## src/ntpt_defines.svh

```systemverilog
`ifndef NTPT_DEFINES_SVH
`define NTPT_DEFINES_SVH

// Count of tristate bidirectional pins: both address/data buses,
// byte enables, parities, primary request and secondary grants.
`define NTPT_TS_W    79
// Count of sustained-tristate control pins on both buses
`define NTPT_STS_W   14
// Count of input-only pins that feed the chain (clocks excluded)
`define NTPT_CHAIN_W 13

// Chain positions, clockwise from the secondary arbiter enable pin
`define NTPT_POS_S_ARB_EN  0
`define NTPT_POS_S_VIO     1
`define NTPT_POS_FLOAT_N   2
`define NTPT_POS_P_RST_N   3
`define NTPT_POS_P_VIO     4
`define NTPT_POS_P_GNT_N   5
`define NTPT_POS_P_IDSEL   6
`define NTPT_POS_BPCC      7
`define NTPT_POS_S_SERR_N  8
`define NTPT_POS_S_REQ0_N  9
`define NTPT_POS_S_REQ1_N  10
`define NTPT_POS_S_REQ2_N  11
`define NTPT_POS_S_REQ3_N  12

// Reset values of the pad output stages
`define NTPT_RST_LOW  1'h0
`define NTPT_RST_PARK 1'h0

`endif

```

## src/ntpt_pkg.sv

```systemverilog
`include "ntpt_defines.svh"

package ntpt_pkg;

  typedef logic [`NTPT_TS_W-1:0]    ntpt_ts_t;
  typedef logic [`NTPT_STS_W-1:0]   ntpt_sts_t;
  typedef logic [`NTPT_CHAIN_W-1:0] ntpt_chain_t;

endpackage : ntpt_pkg

```

## src/ntpt_tester.sv

```systemverilog
`timescale 1ns/1ps
// Board tester model: moves the pins on the falling edge only
module ntpt_tester
  import ntpt_pkg::*;
(
  // Clock and request from the bench
  input  wire logic        core_clk,
  input  wire logic        chain_on,
  input  wire ntpt_chain_t pat,
  // Input-only pins in chain order
  output ntpt_chain_t      pins
);
  ntpt_chain_t pins_r = '1;

  // Float held low while the chain is in use
  always @(negedge core_clk)
  begin
    pins_r <= {pat[12:3], pat[2] & ~chain_on, pat[1:0]};
  end
  assign pins = pins_r;
endmodule : ntpt_tester

```

## config.mk

```make
export PLATFORM = sky130hd
export DESIGN_NAME = ntpt_tester
export DESIGN_NICKNAME = d
export VERILOG_FILES = /design/src/ntpt_pkg.sv /design/src/ntpt_tester.sv
export VERILOG_INCLUDE_DIRS = /design/src
export SDC_FILE = /design/constraint.sdc
export NUM_CORES = 1
export LEC_CHECK = 0
export ABC_AREA = 1
export BUFFER_PORTS_ARGS = -buffer_cell sky130_fd_sc_hd__buf_2
export CAP_MARGIN = 25
export CORE_AREA = 2 2 39 41
export CTS_BUF_LIST = sky130_fd_sc_hd__clkbuf_4 sky130_fd_sc_hd__clkbuf_8 sky130_fd_sc_hd__clkbuf_16
export CTS_CLUSTER_DIAMETER = 30
export DETAILED_ROUTE_END_ITERATION = 12
export DIE_AREA = 0 0 41 43
export GPL_ROUTABILITY_DRIVEN = 0
export GPL_TIMING_DRIVEN = 0
export PLACE_DENSITY = 0.52
export SKIP_CTS_REPAIR_TIMING = 1
export SLEW_MARGIN = 20
export SYNTH_ARGS = -nofsm -noshare
export SYNTH_HDL_FRONTEND = slang
export SYNTH_SLANG_ARGS = --single-unit
export TNS_END_PERCENT = 10
```

## constraint.sdc

```tcl
create_clock -name core_clk -period 0.8 [get_ports core_clk]
set_clock_uncertainty 0.2 [all_clocks]
set_input_delay 0.08 -clock core_clk [delete_from_list [all_inputs] [get_ports core_clk]]
set_output_delay 0.08 -clock core_clk [all_outputs]
set_load 0.01 [all_outputs]
```

==> results.sh, run 1 <==
export IMPL_status="complete, but fails checks"
export IMPL_failed_checks="negative setup slack"
export IMPL_drive_gt1_frac=0.7458
export IMPL_ys_flop_type="dfxtp_1"
export IMPL_dr_pass1_iters=1
export IMPL_synth_nets=31
export IMPL_cts_tree="yes"
export IMPL_intPower_mw=1.045
export IMPL_postSynthCellCount=16
export IMPL_synth_top_area_frac=0.9498
export IMPL_ys_seq_area_frac=0.9498
export IMPL_yosys_area_share_adder=0
export IMPL_fin_nets=75
export IMPL_p_clk_frac=0.418
export IMPL_drtIter0Drc=0
export IMPL_crit_slowest_cell="dfxtp_2"
export IMPL_yosysTopAreaCell="dfxtp_1"
export IMPL_critPathLaunchType="flip-flop"
export IMPL_endpoint="pins[10]"
export IMPL_core_rowCount=14
export IMPL_ys_types=3
export IMPL_hold_class="input port to flip-flop"
export IMPL_synth_top_family_by_area="buffers and inverters"
export IMPL_grt_util_all_layers=0.06949
export IMPL_vias=261
export IMPL_cts_buffer_depth=2
export IMPL_synth_simple_area_share=0.02283
export IMPL_fillers=139
export IMPL_grt_pass1_vias=264
export IMPL_cp_top_family="flip-flops"
export IMPL_crit_required_ns=0.52
export IMPL_setup_viol=13
export IMPL_setup_ws_ns=-0.6218
export IMPL_ios=28
export IMPL_placed_area_um2=445.4
export IMPL_n_antenna_cell=0
export IMPL_synthToLayoutAreaGrowth_pct=118.3
export IMPL_use_met1=0.03571
export IMPL_clk_pin_slew_ns=0.03
export IMPL_final_util=0.4322
export IMPL_finalWirelength_um=538
export IMPL_largest_reg_flops=13
export IMPL_synth_mux_area_frac=0
export IMPL_ys_ff_latch=13
export IMPL_cp_num_cells=1
export IMPL_use_met3=0.1047
export IMPL_cts_buffers=3
export IMPL_power_frac_comb=0.087
export IMPL_power_switching_mw=0.3867
export IMPL_grt_antenna_before_repair=0
export IMPL_leakage_nw=0.3393
export IMPL_route_antenna_remaining_nets=0
export IMPL_htreeDepth=1
export IMPL_p_seq_frac=0.496
export IMPL_timing_final_max_slew_violations=0
export IMPL_worstSetupEndpointType="output port"
export IMPL_drc=0
export IMPL_dp_cells=59
export IMPL_cp_arrival_ns=1.14
export IMPL_tightest_slew_ns=0.08184
export IMPL_stdcell_count=75
export IMPL_critical_path_class="flip-flop to output port"
export IMPL_hold_violations=0
export IMPL_use_met2=0.07813
export IMPL_maxCapViolations=0
export IMPL_synth_area_um2=274.0
export IMPL_grt_first_pass_wirelength_um=772
export IMPL_max_slew_margin=0.9454
export IMPL_core_um2=1384
export IMPL_vdd_ir_drop_max_v=0.001015
export IMPL_path_max_fanout=1
export IMPL_rsz0062_at_grt="yes"
export IMPL_grt_busiest_layer="met3"
export IMPL_grt_max_degree=8
export IMPL_fin_tns_setup_ns=-8.002
export IMPL_dieArea_um2=1763
export IMPL_pwr_density_cell_nw_per_um2=2394
export IMPL_clockRootBuffer="clkbuf_4"
export IMPL_yosys_warnings=0
export IMPL_synth_edf_count=0
export IMPL_die_w_um=41
export IMPL_synth_compound_area_share=0
export IMPL_dieHeight_um=43
export IMPL_final_cell_area_um2=598.1
export IMPL_synthTopCellsByArea="dfxtp_1, inv_1, nor2_2"
export IMPL_overflow=0
export IMPL_synth_xor_area_frac=0
export IMPL_ys_top_cells_by_count="dfxtp_1, inv_1, nor2_2"
export IMPL_cp_cell_sequence="buf_6"
export IMPL_clock_sinks=13
export IMPL_startpoint="pins[10]"
export IMPL_swShare=0.2701
export IMPL_synth_most_common_cell="dfxtp_1"
export IMPL_slowest_delay_ns=0.31
export IMPL_avgSynthCellArea_um2=17.13
export IMPL_vias_per_cell=3.480
export IMPL_synthArstFlopShare=0
export IMPL_critPathBufInv=1
export IMPL_wl_per_cell_um=7.173
export IMPL_initial_core_util=0.1980
export IMPL_port_buffers=27
## logic make-up (layout without fill, tap and decap cells)
logic type,after synthesis,in the layout
simple gates,1,1
buf+inv,2,45
flops,13,13
## through the flow
stage                     total power, mW  setup slack [ns]  hold WS (ns)
after floorplan                    0.8416           -0.1957        0.3077
after global placement             0.9032           -0.2941        0.3821
after detailed placement           0.9051           -0.2951        0.3836
after CTS                           1.438           -0.6462       0.04050
after global routing                1.588           -0.6719       0.01829
final                               1.432           -0.6218       0.05524
## metal layers
layer,vias up,part of all wire
met5,-,0
met4,0,0
met3,0,0.16
met2,21,0.43
met1,108,0.41
li1,132,-
## placed cells by master (no fill, tap or decap), drive strengths merged
master,n
inv,15
dfxtp,13
clkbuf,3
buf,27
nor2,1
## how the worst min path moves through the flow
stage	startpoint	endpoint	cells past startpoint
after detailed placement	pat[5]	pins[5]	1
after CTS	pat[6]	pins[6]	1
after floorplan	pat[0]	pins[0]	0
final	pat[10]	pins[10]	1
after global placement	pat[10]	pins[10]	1
after global routing	pat[3]	pins[3]	1
## power by group through the flow
| stage | Clock [mW] | Sequential, mW | Combinational, mW |
|---|---|---|---|
| 6_report | 0.598 | 0.710 | 0.124 |
| 5_1_grt | 0.744 | 0.710 | 0.133 |
| 4_1_cts | 0.650 | 0.701 | 0.0881 |
| 3_5_place_dp | 0.107 | 0.710 | 0.0879 |
| 3_3_place_gp | 0.107 | 0.709 | 0.0864 |
| 2_1_floorplan | 0.107 | 0.731 | 0.00283 |
## area by class of cell
type	instances	area, µm²	share of cell area
Clock buffer	3	22.52	0.03766
Clock inverter	14	52.55	0.08787
Inverter	1	3.754	0.006276
Multi-Input combinational cell	1	6.256	0.01046
Sequential cell	13	276.5	0.4623
Tap cell	16	20.02	0.03347
Timing Repair Buffer	27	216.5	0.3619
Note: power is estimated with default switching activity, not from simulation.
==> inputs of run 2 (changes only) <==
--- a/config.mk
+++ b/config.mk
@@ -6,7 +6,6 @@
 export SDC_FILE = /design/constraint.sdc
 export NUM_CORES = 1
 export LEC_CHECK = 0
-export ABC_AREA = 1
 export BUFFER_PORTS_ARGS = -buffer_cell sky130_fd_sc_hd__buf_2
 export CAP_MARGIN = 25
 export CORE_AREA = 2 2 39 41
==> run 2 against run 1 <==
Effect of this change:
- the flow still finishes with violations (negative setup slack)
- clock-buffer cell count unchanged
- core utilization increased by 0.27 points
- combinational power about the same
- global-route usage decreased by 0.76 points
- sequential share of layout area decreased by 0.29 points
- wire length increased by 11%
- synthesized area increased by 1.4%
- critical path depth unchanged
- non-clock buffer count unchanged
- highest routed layer unchanged
- hold slack got worse by 0.0019 ns
- design area increased by 0.63%
- worst setup slack got worse by 0.013 ns
==> results.sh, run 2 <==
export IMPL_path_max_fanout=1
export IMPL_cp_top_family="flip-flops"
export IMPL_dieHeight_um=43
export IMPL_dieArea_um2=1763
export IMPL_startpoint="pins[2]"
export IMPL_synth_nets=30
export IMPL_grt_antenna_before_repair=0
export IMPL_ys_seq_area_frac=0.9369
export IMPL_worstSetupEndpointType="output port"
export IMPL_synth_top_area_frac=0.9369
export IMPL_synth_most_common_cell="dfxtp_1"
export IMPL_fin_nets=74
export IMPL_overflow=0
export IMPL_ios=28
export IMPL_grt_max_degree=8
export IMPL_status="complete, but fails checks"
export IMPL_vias_per_cell=3.514
export IMPL_synthArstFlopShare=0
export IMPL_largest_reg_flops=13
export IMPL_n_antenna_cell=0
export IMPL_cp_num_cells=1
export IMPL_tightest_slew_ns=0.08245
export IMPL_stdcell_count=74
export IMPL_grt_first_pass_wirelength_um=683
export IMPL_synthTopCellsByArea="dfxtp_1, nor2b_4, inv_1"
export IMPL_slowest_delay_ns=0.31
export IMPL_use_met3=0.09948
export IMPL_dp_hpwl_um=400.4
export IMPL_synthToLayoutAreaGrowth_pct=116.7
export IMPL_hold_violations=0
export IMPL_grt_pass1_vias=212
export IMPL_rsz0062_at_grt="yes"
export IMPL_yosys_warnings=0
export IMPL_grt_util_all_layers=0.06193
export IMPL_core_rowCount=14
export IMPL_hold_class="input port to flip-flop"
export IMPL_placed_area_um2=449.2
export IMPL_wl_per_cell_um=8.081
export IMPL_critPathLaunchType="flip-flop"
export IMPL_use_met1=0.05000
export IMPL_critPathBufInv=1
export IMPL_ys_flop_type="dfxtp_1"
export IMPL_die_w_um=41
export IMPL_crit_required_ns=0.52
export IMPL_route_antenna_remaining_nets=0
export IMPL_fin_hold_ws_ns=0.05330
export IMPL_final_cell_area_um2=601.8
export IMPL_drc=0
export IMPL_crit_slowest_cell="dfxtp_2"
export IMPL_avgSynthCellArea_um2=18.52
export IMPL_drtIter0Drc=0
export IMPL_cp_arrival_ns=1.15
export IMPL_clock_sinks=13
export IMPL_dr_pass1_iters=1
export IMPL_ys_top_cells_by_count="dfxtp_1, inv_1, nor2b_4"
export IMPL_initial_core_util=0.2007
export IMPL_grt_busiest_layer="met3"
export IMPL_cp_cell_sequence="buf_6"
export IMPL_layout_common_cells="inv_1, buf_2, buf_6, dfxtp_2, clkbuf_4"
export IMPL_port_buffers=27
export IMPL_clk_pin_slew_ns=0.04
export IMPL_fillers=134
export IMPL_maxCapViolations=0
export IMPL_place_ws_ns=-0.2931
export IMPL_synth_edf_count=0
export IMPL_critical_path_class="flip-flop to output port"
export IMPL_vdd_ir_drop_max_v=0.0009911
export IMPL_cts_buffer_depth=2
export IMPL_htreeDepth=1
export IMPL_max_slew_margin=0.9450
export IMPL_ys_ff_latch=13
export IMPL_core_um2=1384
export IMPL_cts_tree="yes"
export IMPL_leakage_nw=0.3394
export IMPL_dp_cells=58
export IMPL_ys_types=3
export IMPL_vias=260
export IMPL_postSynthCellCount=15
export IMPL_setup_ws_ns=-0.6350
export IMPL_final_util=0.4349
export IMPL_setup_viol=13
export IMPL_clockRootBuffer="clkbuf_4"
export IMPL_timing_final_max_slew_violations=0
export IMPL_drive_gt1_frac=0.7586
export IMPL_endpoint="pins[2]"
export IMPL_finalWirelength_um=598
export IMPL_yosysTopAreaCell="dfxtp_1"
export IMPL_cts_buffers=3
export IMPL_use_met2=0.04688
export IMPL_synth_area_um2=277.8
export IMPL_pwr_density_cell_nw_per_um2=2389
export IMPL_failed_checks="negative setup slack"
==> run 2: cell count changes after synthesis <==
| cell | change |
|---|---|
| inv_1 | -1 |
| nor2_2 | -1 |
| nor2b_4 | +1 |
==> run 2: how the worst min path moves through the flow <==
| stage | slack (ns) | startpoint | to | cells past startpoint |
|---|---|---|---|---|
| CTS | 0.04 | pat[8] | pins[8] | 1 |
| floorplan | 0.31 | pat[0] | pins[0] | 0 |
| finish | 0.05 | pat[8] | pins[8] | 1 |
| global route | 0.02 | pat[0] | pins[0] | 1 |
| global placement | 0.38 | pat[8] | pins[8] | 1 |
| detailed placement | 0.38 | pat[8] | pins[8] | 1 |
==> run 2: final cells by class <==
type | instances | area, µm² | area share
well taps | 16 | 20.02 | 0.03326
multi-input cells | 1 | 13.76 | 0.02287
flip-flops and latches | 13 | 276.5 | 0.4595
clock inverters | 14 | 52.55 | 0.08732
clock buffers | 3 | 22.52 | 0.03742
repair buffers | 27 | 216.5 | 0.3597
==> run 2: per-stage QoR <==
| stage | total power, mW | setup TNS [ns] |
|---|---|---|
| 2_1_floorplan | 0.8432 | -2.635 |
| 3_3_place_gp | 0.9054 | -5.016 |
| 3_5_place_dp | 0.9071 | -5.046 |
| 4_1_cts | 1.443 | -8.371 |
| 5_1_grt | 1.583 | -8.585 |
| 6_report | 1.437 | -8.041 |
==> run 2: power by group <==
group / leakage (nW) / switching, mW / total (mW) / internal (mW)
combinational: 0.141 / 0.0392 / 0.127 / 0.0880
sequential: 0.110 / 0.0148 / 0.710 / 0.695
clock: 0.0884 / 0.336 / 0.600 / 0.264
total: 0.339 / 0.390 / 1.44 / 1.05
==> run 2: cells by family after synthesis <==
| family | Yosys count | share of synthesized area |
|---|---|---|
| simple gates | 1 | 0.04954 |
| buf+inv | 1 | 0.01350 |
| flops | 13 | 0.9369 |
==> run 2: metal layers <==
layer / vias to the layer above / part of all wire
li1: 131 / -
met2: 20 / 0.46
met3: 0 / 0.17
met1: 109 / 0.37
met5: - / 0
met4: 0 / 0
==> inputs of run 3 (changes only) <==
==> constraint.sdc (replaced) <==
create_clock -name core_clk -period 1.45 [get_ports core_clk]
set_clock_uncertainty 0.2 [all_clocks]
set_input_delay 0.145 -clock core_clk [delete_from_list [all_inputs] [get_ports core_clk]]
set_output_delay 0.145 -clock core_clk [all_outputs]
set_load 0.01 [all_outputs]
==> run 3 against run 2 <==
Effect of this change:
- the run still ends with negative setup slack left
- critical endpoint unchanged
- cell count is the same
- wire length increased by 0.50%
- largest cell class unchanged
- highest routed layer unchanged
- non-clock buffer count unchanged
- clock power decreased by 44%
==> results.sh, run 3 (synthesized netlist as in run 2, its figures left out) <==
export IMPL_status="complete, but fails checks"
export IMPL_failed_checks="negative setup slack"
export IMPL_max_slew_margin=0.9471
export IMPL_worstSetupEndpointType="output port"
export IMPL_slowest_delay_ns=0.31
export IMPL_clock_sinks=13
export IMPL_endpoint="pins[2]"
export IMPL_drive_gt1_frac=0.6552
export IMPL_htreeDepth=1
export IMPL_cp_num_cells=1
export IMPL_largest_reg_flops=13
export IMPL_vias=263
export IMPL_synthToLayoutAreaGrowth_pct=100.5
export IMPL_hold_class="input port to flip-flop"
export IMPL_fillers=144
export IMPL_clockRootBuffer="clkbuf_4"
export IMPL_cts_buffers=3
export IMPL_grt_antenna_before_repair=0
export IMPL_clk_pin_slew_ns=0.04
export IMPL_grt_first_pass_wirelength_um=876
export IMPL_cts_tree="yes"
export IMPL_stdcell_count=74
export IMPL_setup_ws_ns=-0.3793
export IMPL_critical_path_class="flip-flop to output port"
export IMPL_critPathBufInv=1
export IMPL_drtIter0Drc=3
export IMPL_die_w_um=41
export IMPL_layout_common_cells="buf_2, inv_1, buf_6, dfxtp_2, dfxtp_1"
export IMPL_dp_cells=58
export IMPL_core_rowCount=14
export IMPL_dieHeight_um=43
export IMPL_critPathLaunchType="flip-flop"
export IMPL_tightest_slew_ns=0.07934
export IMPL_grt_pass1_vias=288
export IMPL_hold_violations=0
export IMPL_rsz0062_at_grt="yes"
export IMPL_n_antenna_cell=0
export IMPL_fin_nets=74
export IMPL_leakage_nw=0.3266
export IMPL_ios=28
export IMPL_grt_util_all_layers=0.07948
export IMPL_drc=0
export IMPL_initial_core_util=0.2007
export IMPL_final_common_cell="buf_2"
export IMPL_route_antenna_remaining_nets=0
export IMPL_wl_per_cell_um=8.122
export IMPL_dr_pass1_iters=2
export IMPL_finalWirelength_um=601
export IMPL_crit_required_ns=1.11
export IMPL_fin_tns_setup_ns=-4.711
export IMPL_cp_arrival_ns=1.48
export IMPL_maxCapViolations=0
export IMPL_final_util=0.4024
export IMPL_port_buffers=27
export IMPL_setup_viol=13
export IMPL_path_max_fanout=1
export IMPL_crit_slowest_cell="dfxtp_2"
export IMPL_timing_final_max_slew_violations=0
export IMPL_vdd_ir_drop_max_v=0.0006214
export IMPL_overflow=0
export IMPL_cp_cell_sequence="buf_6"
export IMPL_dieArea_um2=1763
export IMPL_grt_max_degree=8
export IMPL_vias_per_cell=3.554
export IMPL_cp_top_family="flip-flops"
export IMPL_startpoint="pins[2]"
export IMPL_pwr_density_cell_nw_per_um2=1410
export IMPL_cts_buffer_depth=2
export IMPL_core_um2=1384
==> run 3: cell types whose count changed in the layout (fill, tap and decap cells not counted) <==
cell	previous run	this run
buf_6	13	7
dfxtp_2	13	7
dfxtp_1	0	6
buf_2	14	20
==> run 3: worst min path at each step <==
stage,from,to,slack [ns],cells past startpoint
2_1_floorplan,pat[0],pins[0],0.70,0
3_3_place_gp,pat[11],pins[11],0.77,1
3_5_place_dp,pat[6],pins[6],0.77,1
4_1_cts,pat[6],pins[6],0.42,1
5_1_grt,pat[9],pins[9],0.40,1
6_report,pat[9],pins[9],0.44,1
==> run 3: per-stage QoR <==
| step | setup slack, ns | hold WS, ns | total power, mW | instance area (µm²) |
|---|---|---|---|---|
| 2_1_floorplan | 0.04918 | 0.6977 | 0.4613 | 277.8 |
| 3_3_place_gp | -0.02698 | 0.7723 | 0.4963 | 432.9 |
| 3_5_place_dp | -0.02901 | 0.7736 | 0.4967 | 432.9 |
| 4_1_cts | -0.4098 | 0.4226 | 0.7969 | 504.2 |
| 5_1_grt | -0.4306 | 0.4042 | 0.8705 | 556.8 |
| 6_report | -0.3793 | 0.4376 | 0.7852 | 556.8 |
==> run 3: area by class of cell <==
| type | instances | area, µm² | area share |
|---|---|---|---|
| multi-input cells | 1 | 13.76 | 0.02472 |
| clock inverters | 14 | 52.55 | 0.09438 |
| clock buffers | 3 | 22.52 | 0.04045 |
| flip-flops and latches | 13 | 269.0 | 0.4831 |
| well taps | 16 | 20.02 | 0.03596 |
| repair buffers | 27 | 178.9 | 0.3213 |
==> run 3: per-layer routing <==
metal	track usage	share of wire	vias to the layer above
li1	-	-	129
met1	0.04854	0.33	103
met2	0.1000	0.42	31
met3	0.09948	0.25	0
met4	0.08667	0	0
met5	0	0	-
==> run 3: power breakdown <==
| group | internal (mW) | switching (mW) | total (mW) | leakage [nW] |
|---|---|---|---|---|
| clock network | 0.146 | 0.191 | 0.337 | 0.0884 |
| registers | 0.382 | 0.00642 | 0.388 | 0.110 |
| logic | 0.0388 | 0.0212 | 0.0600 | 0.128 |
| total | 0.567 | 0.219 | 0.785 | 0.327 |
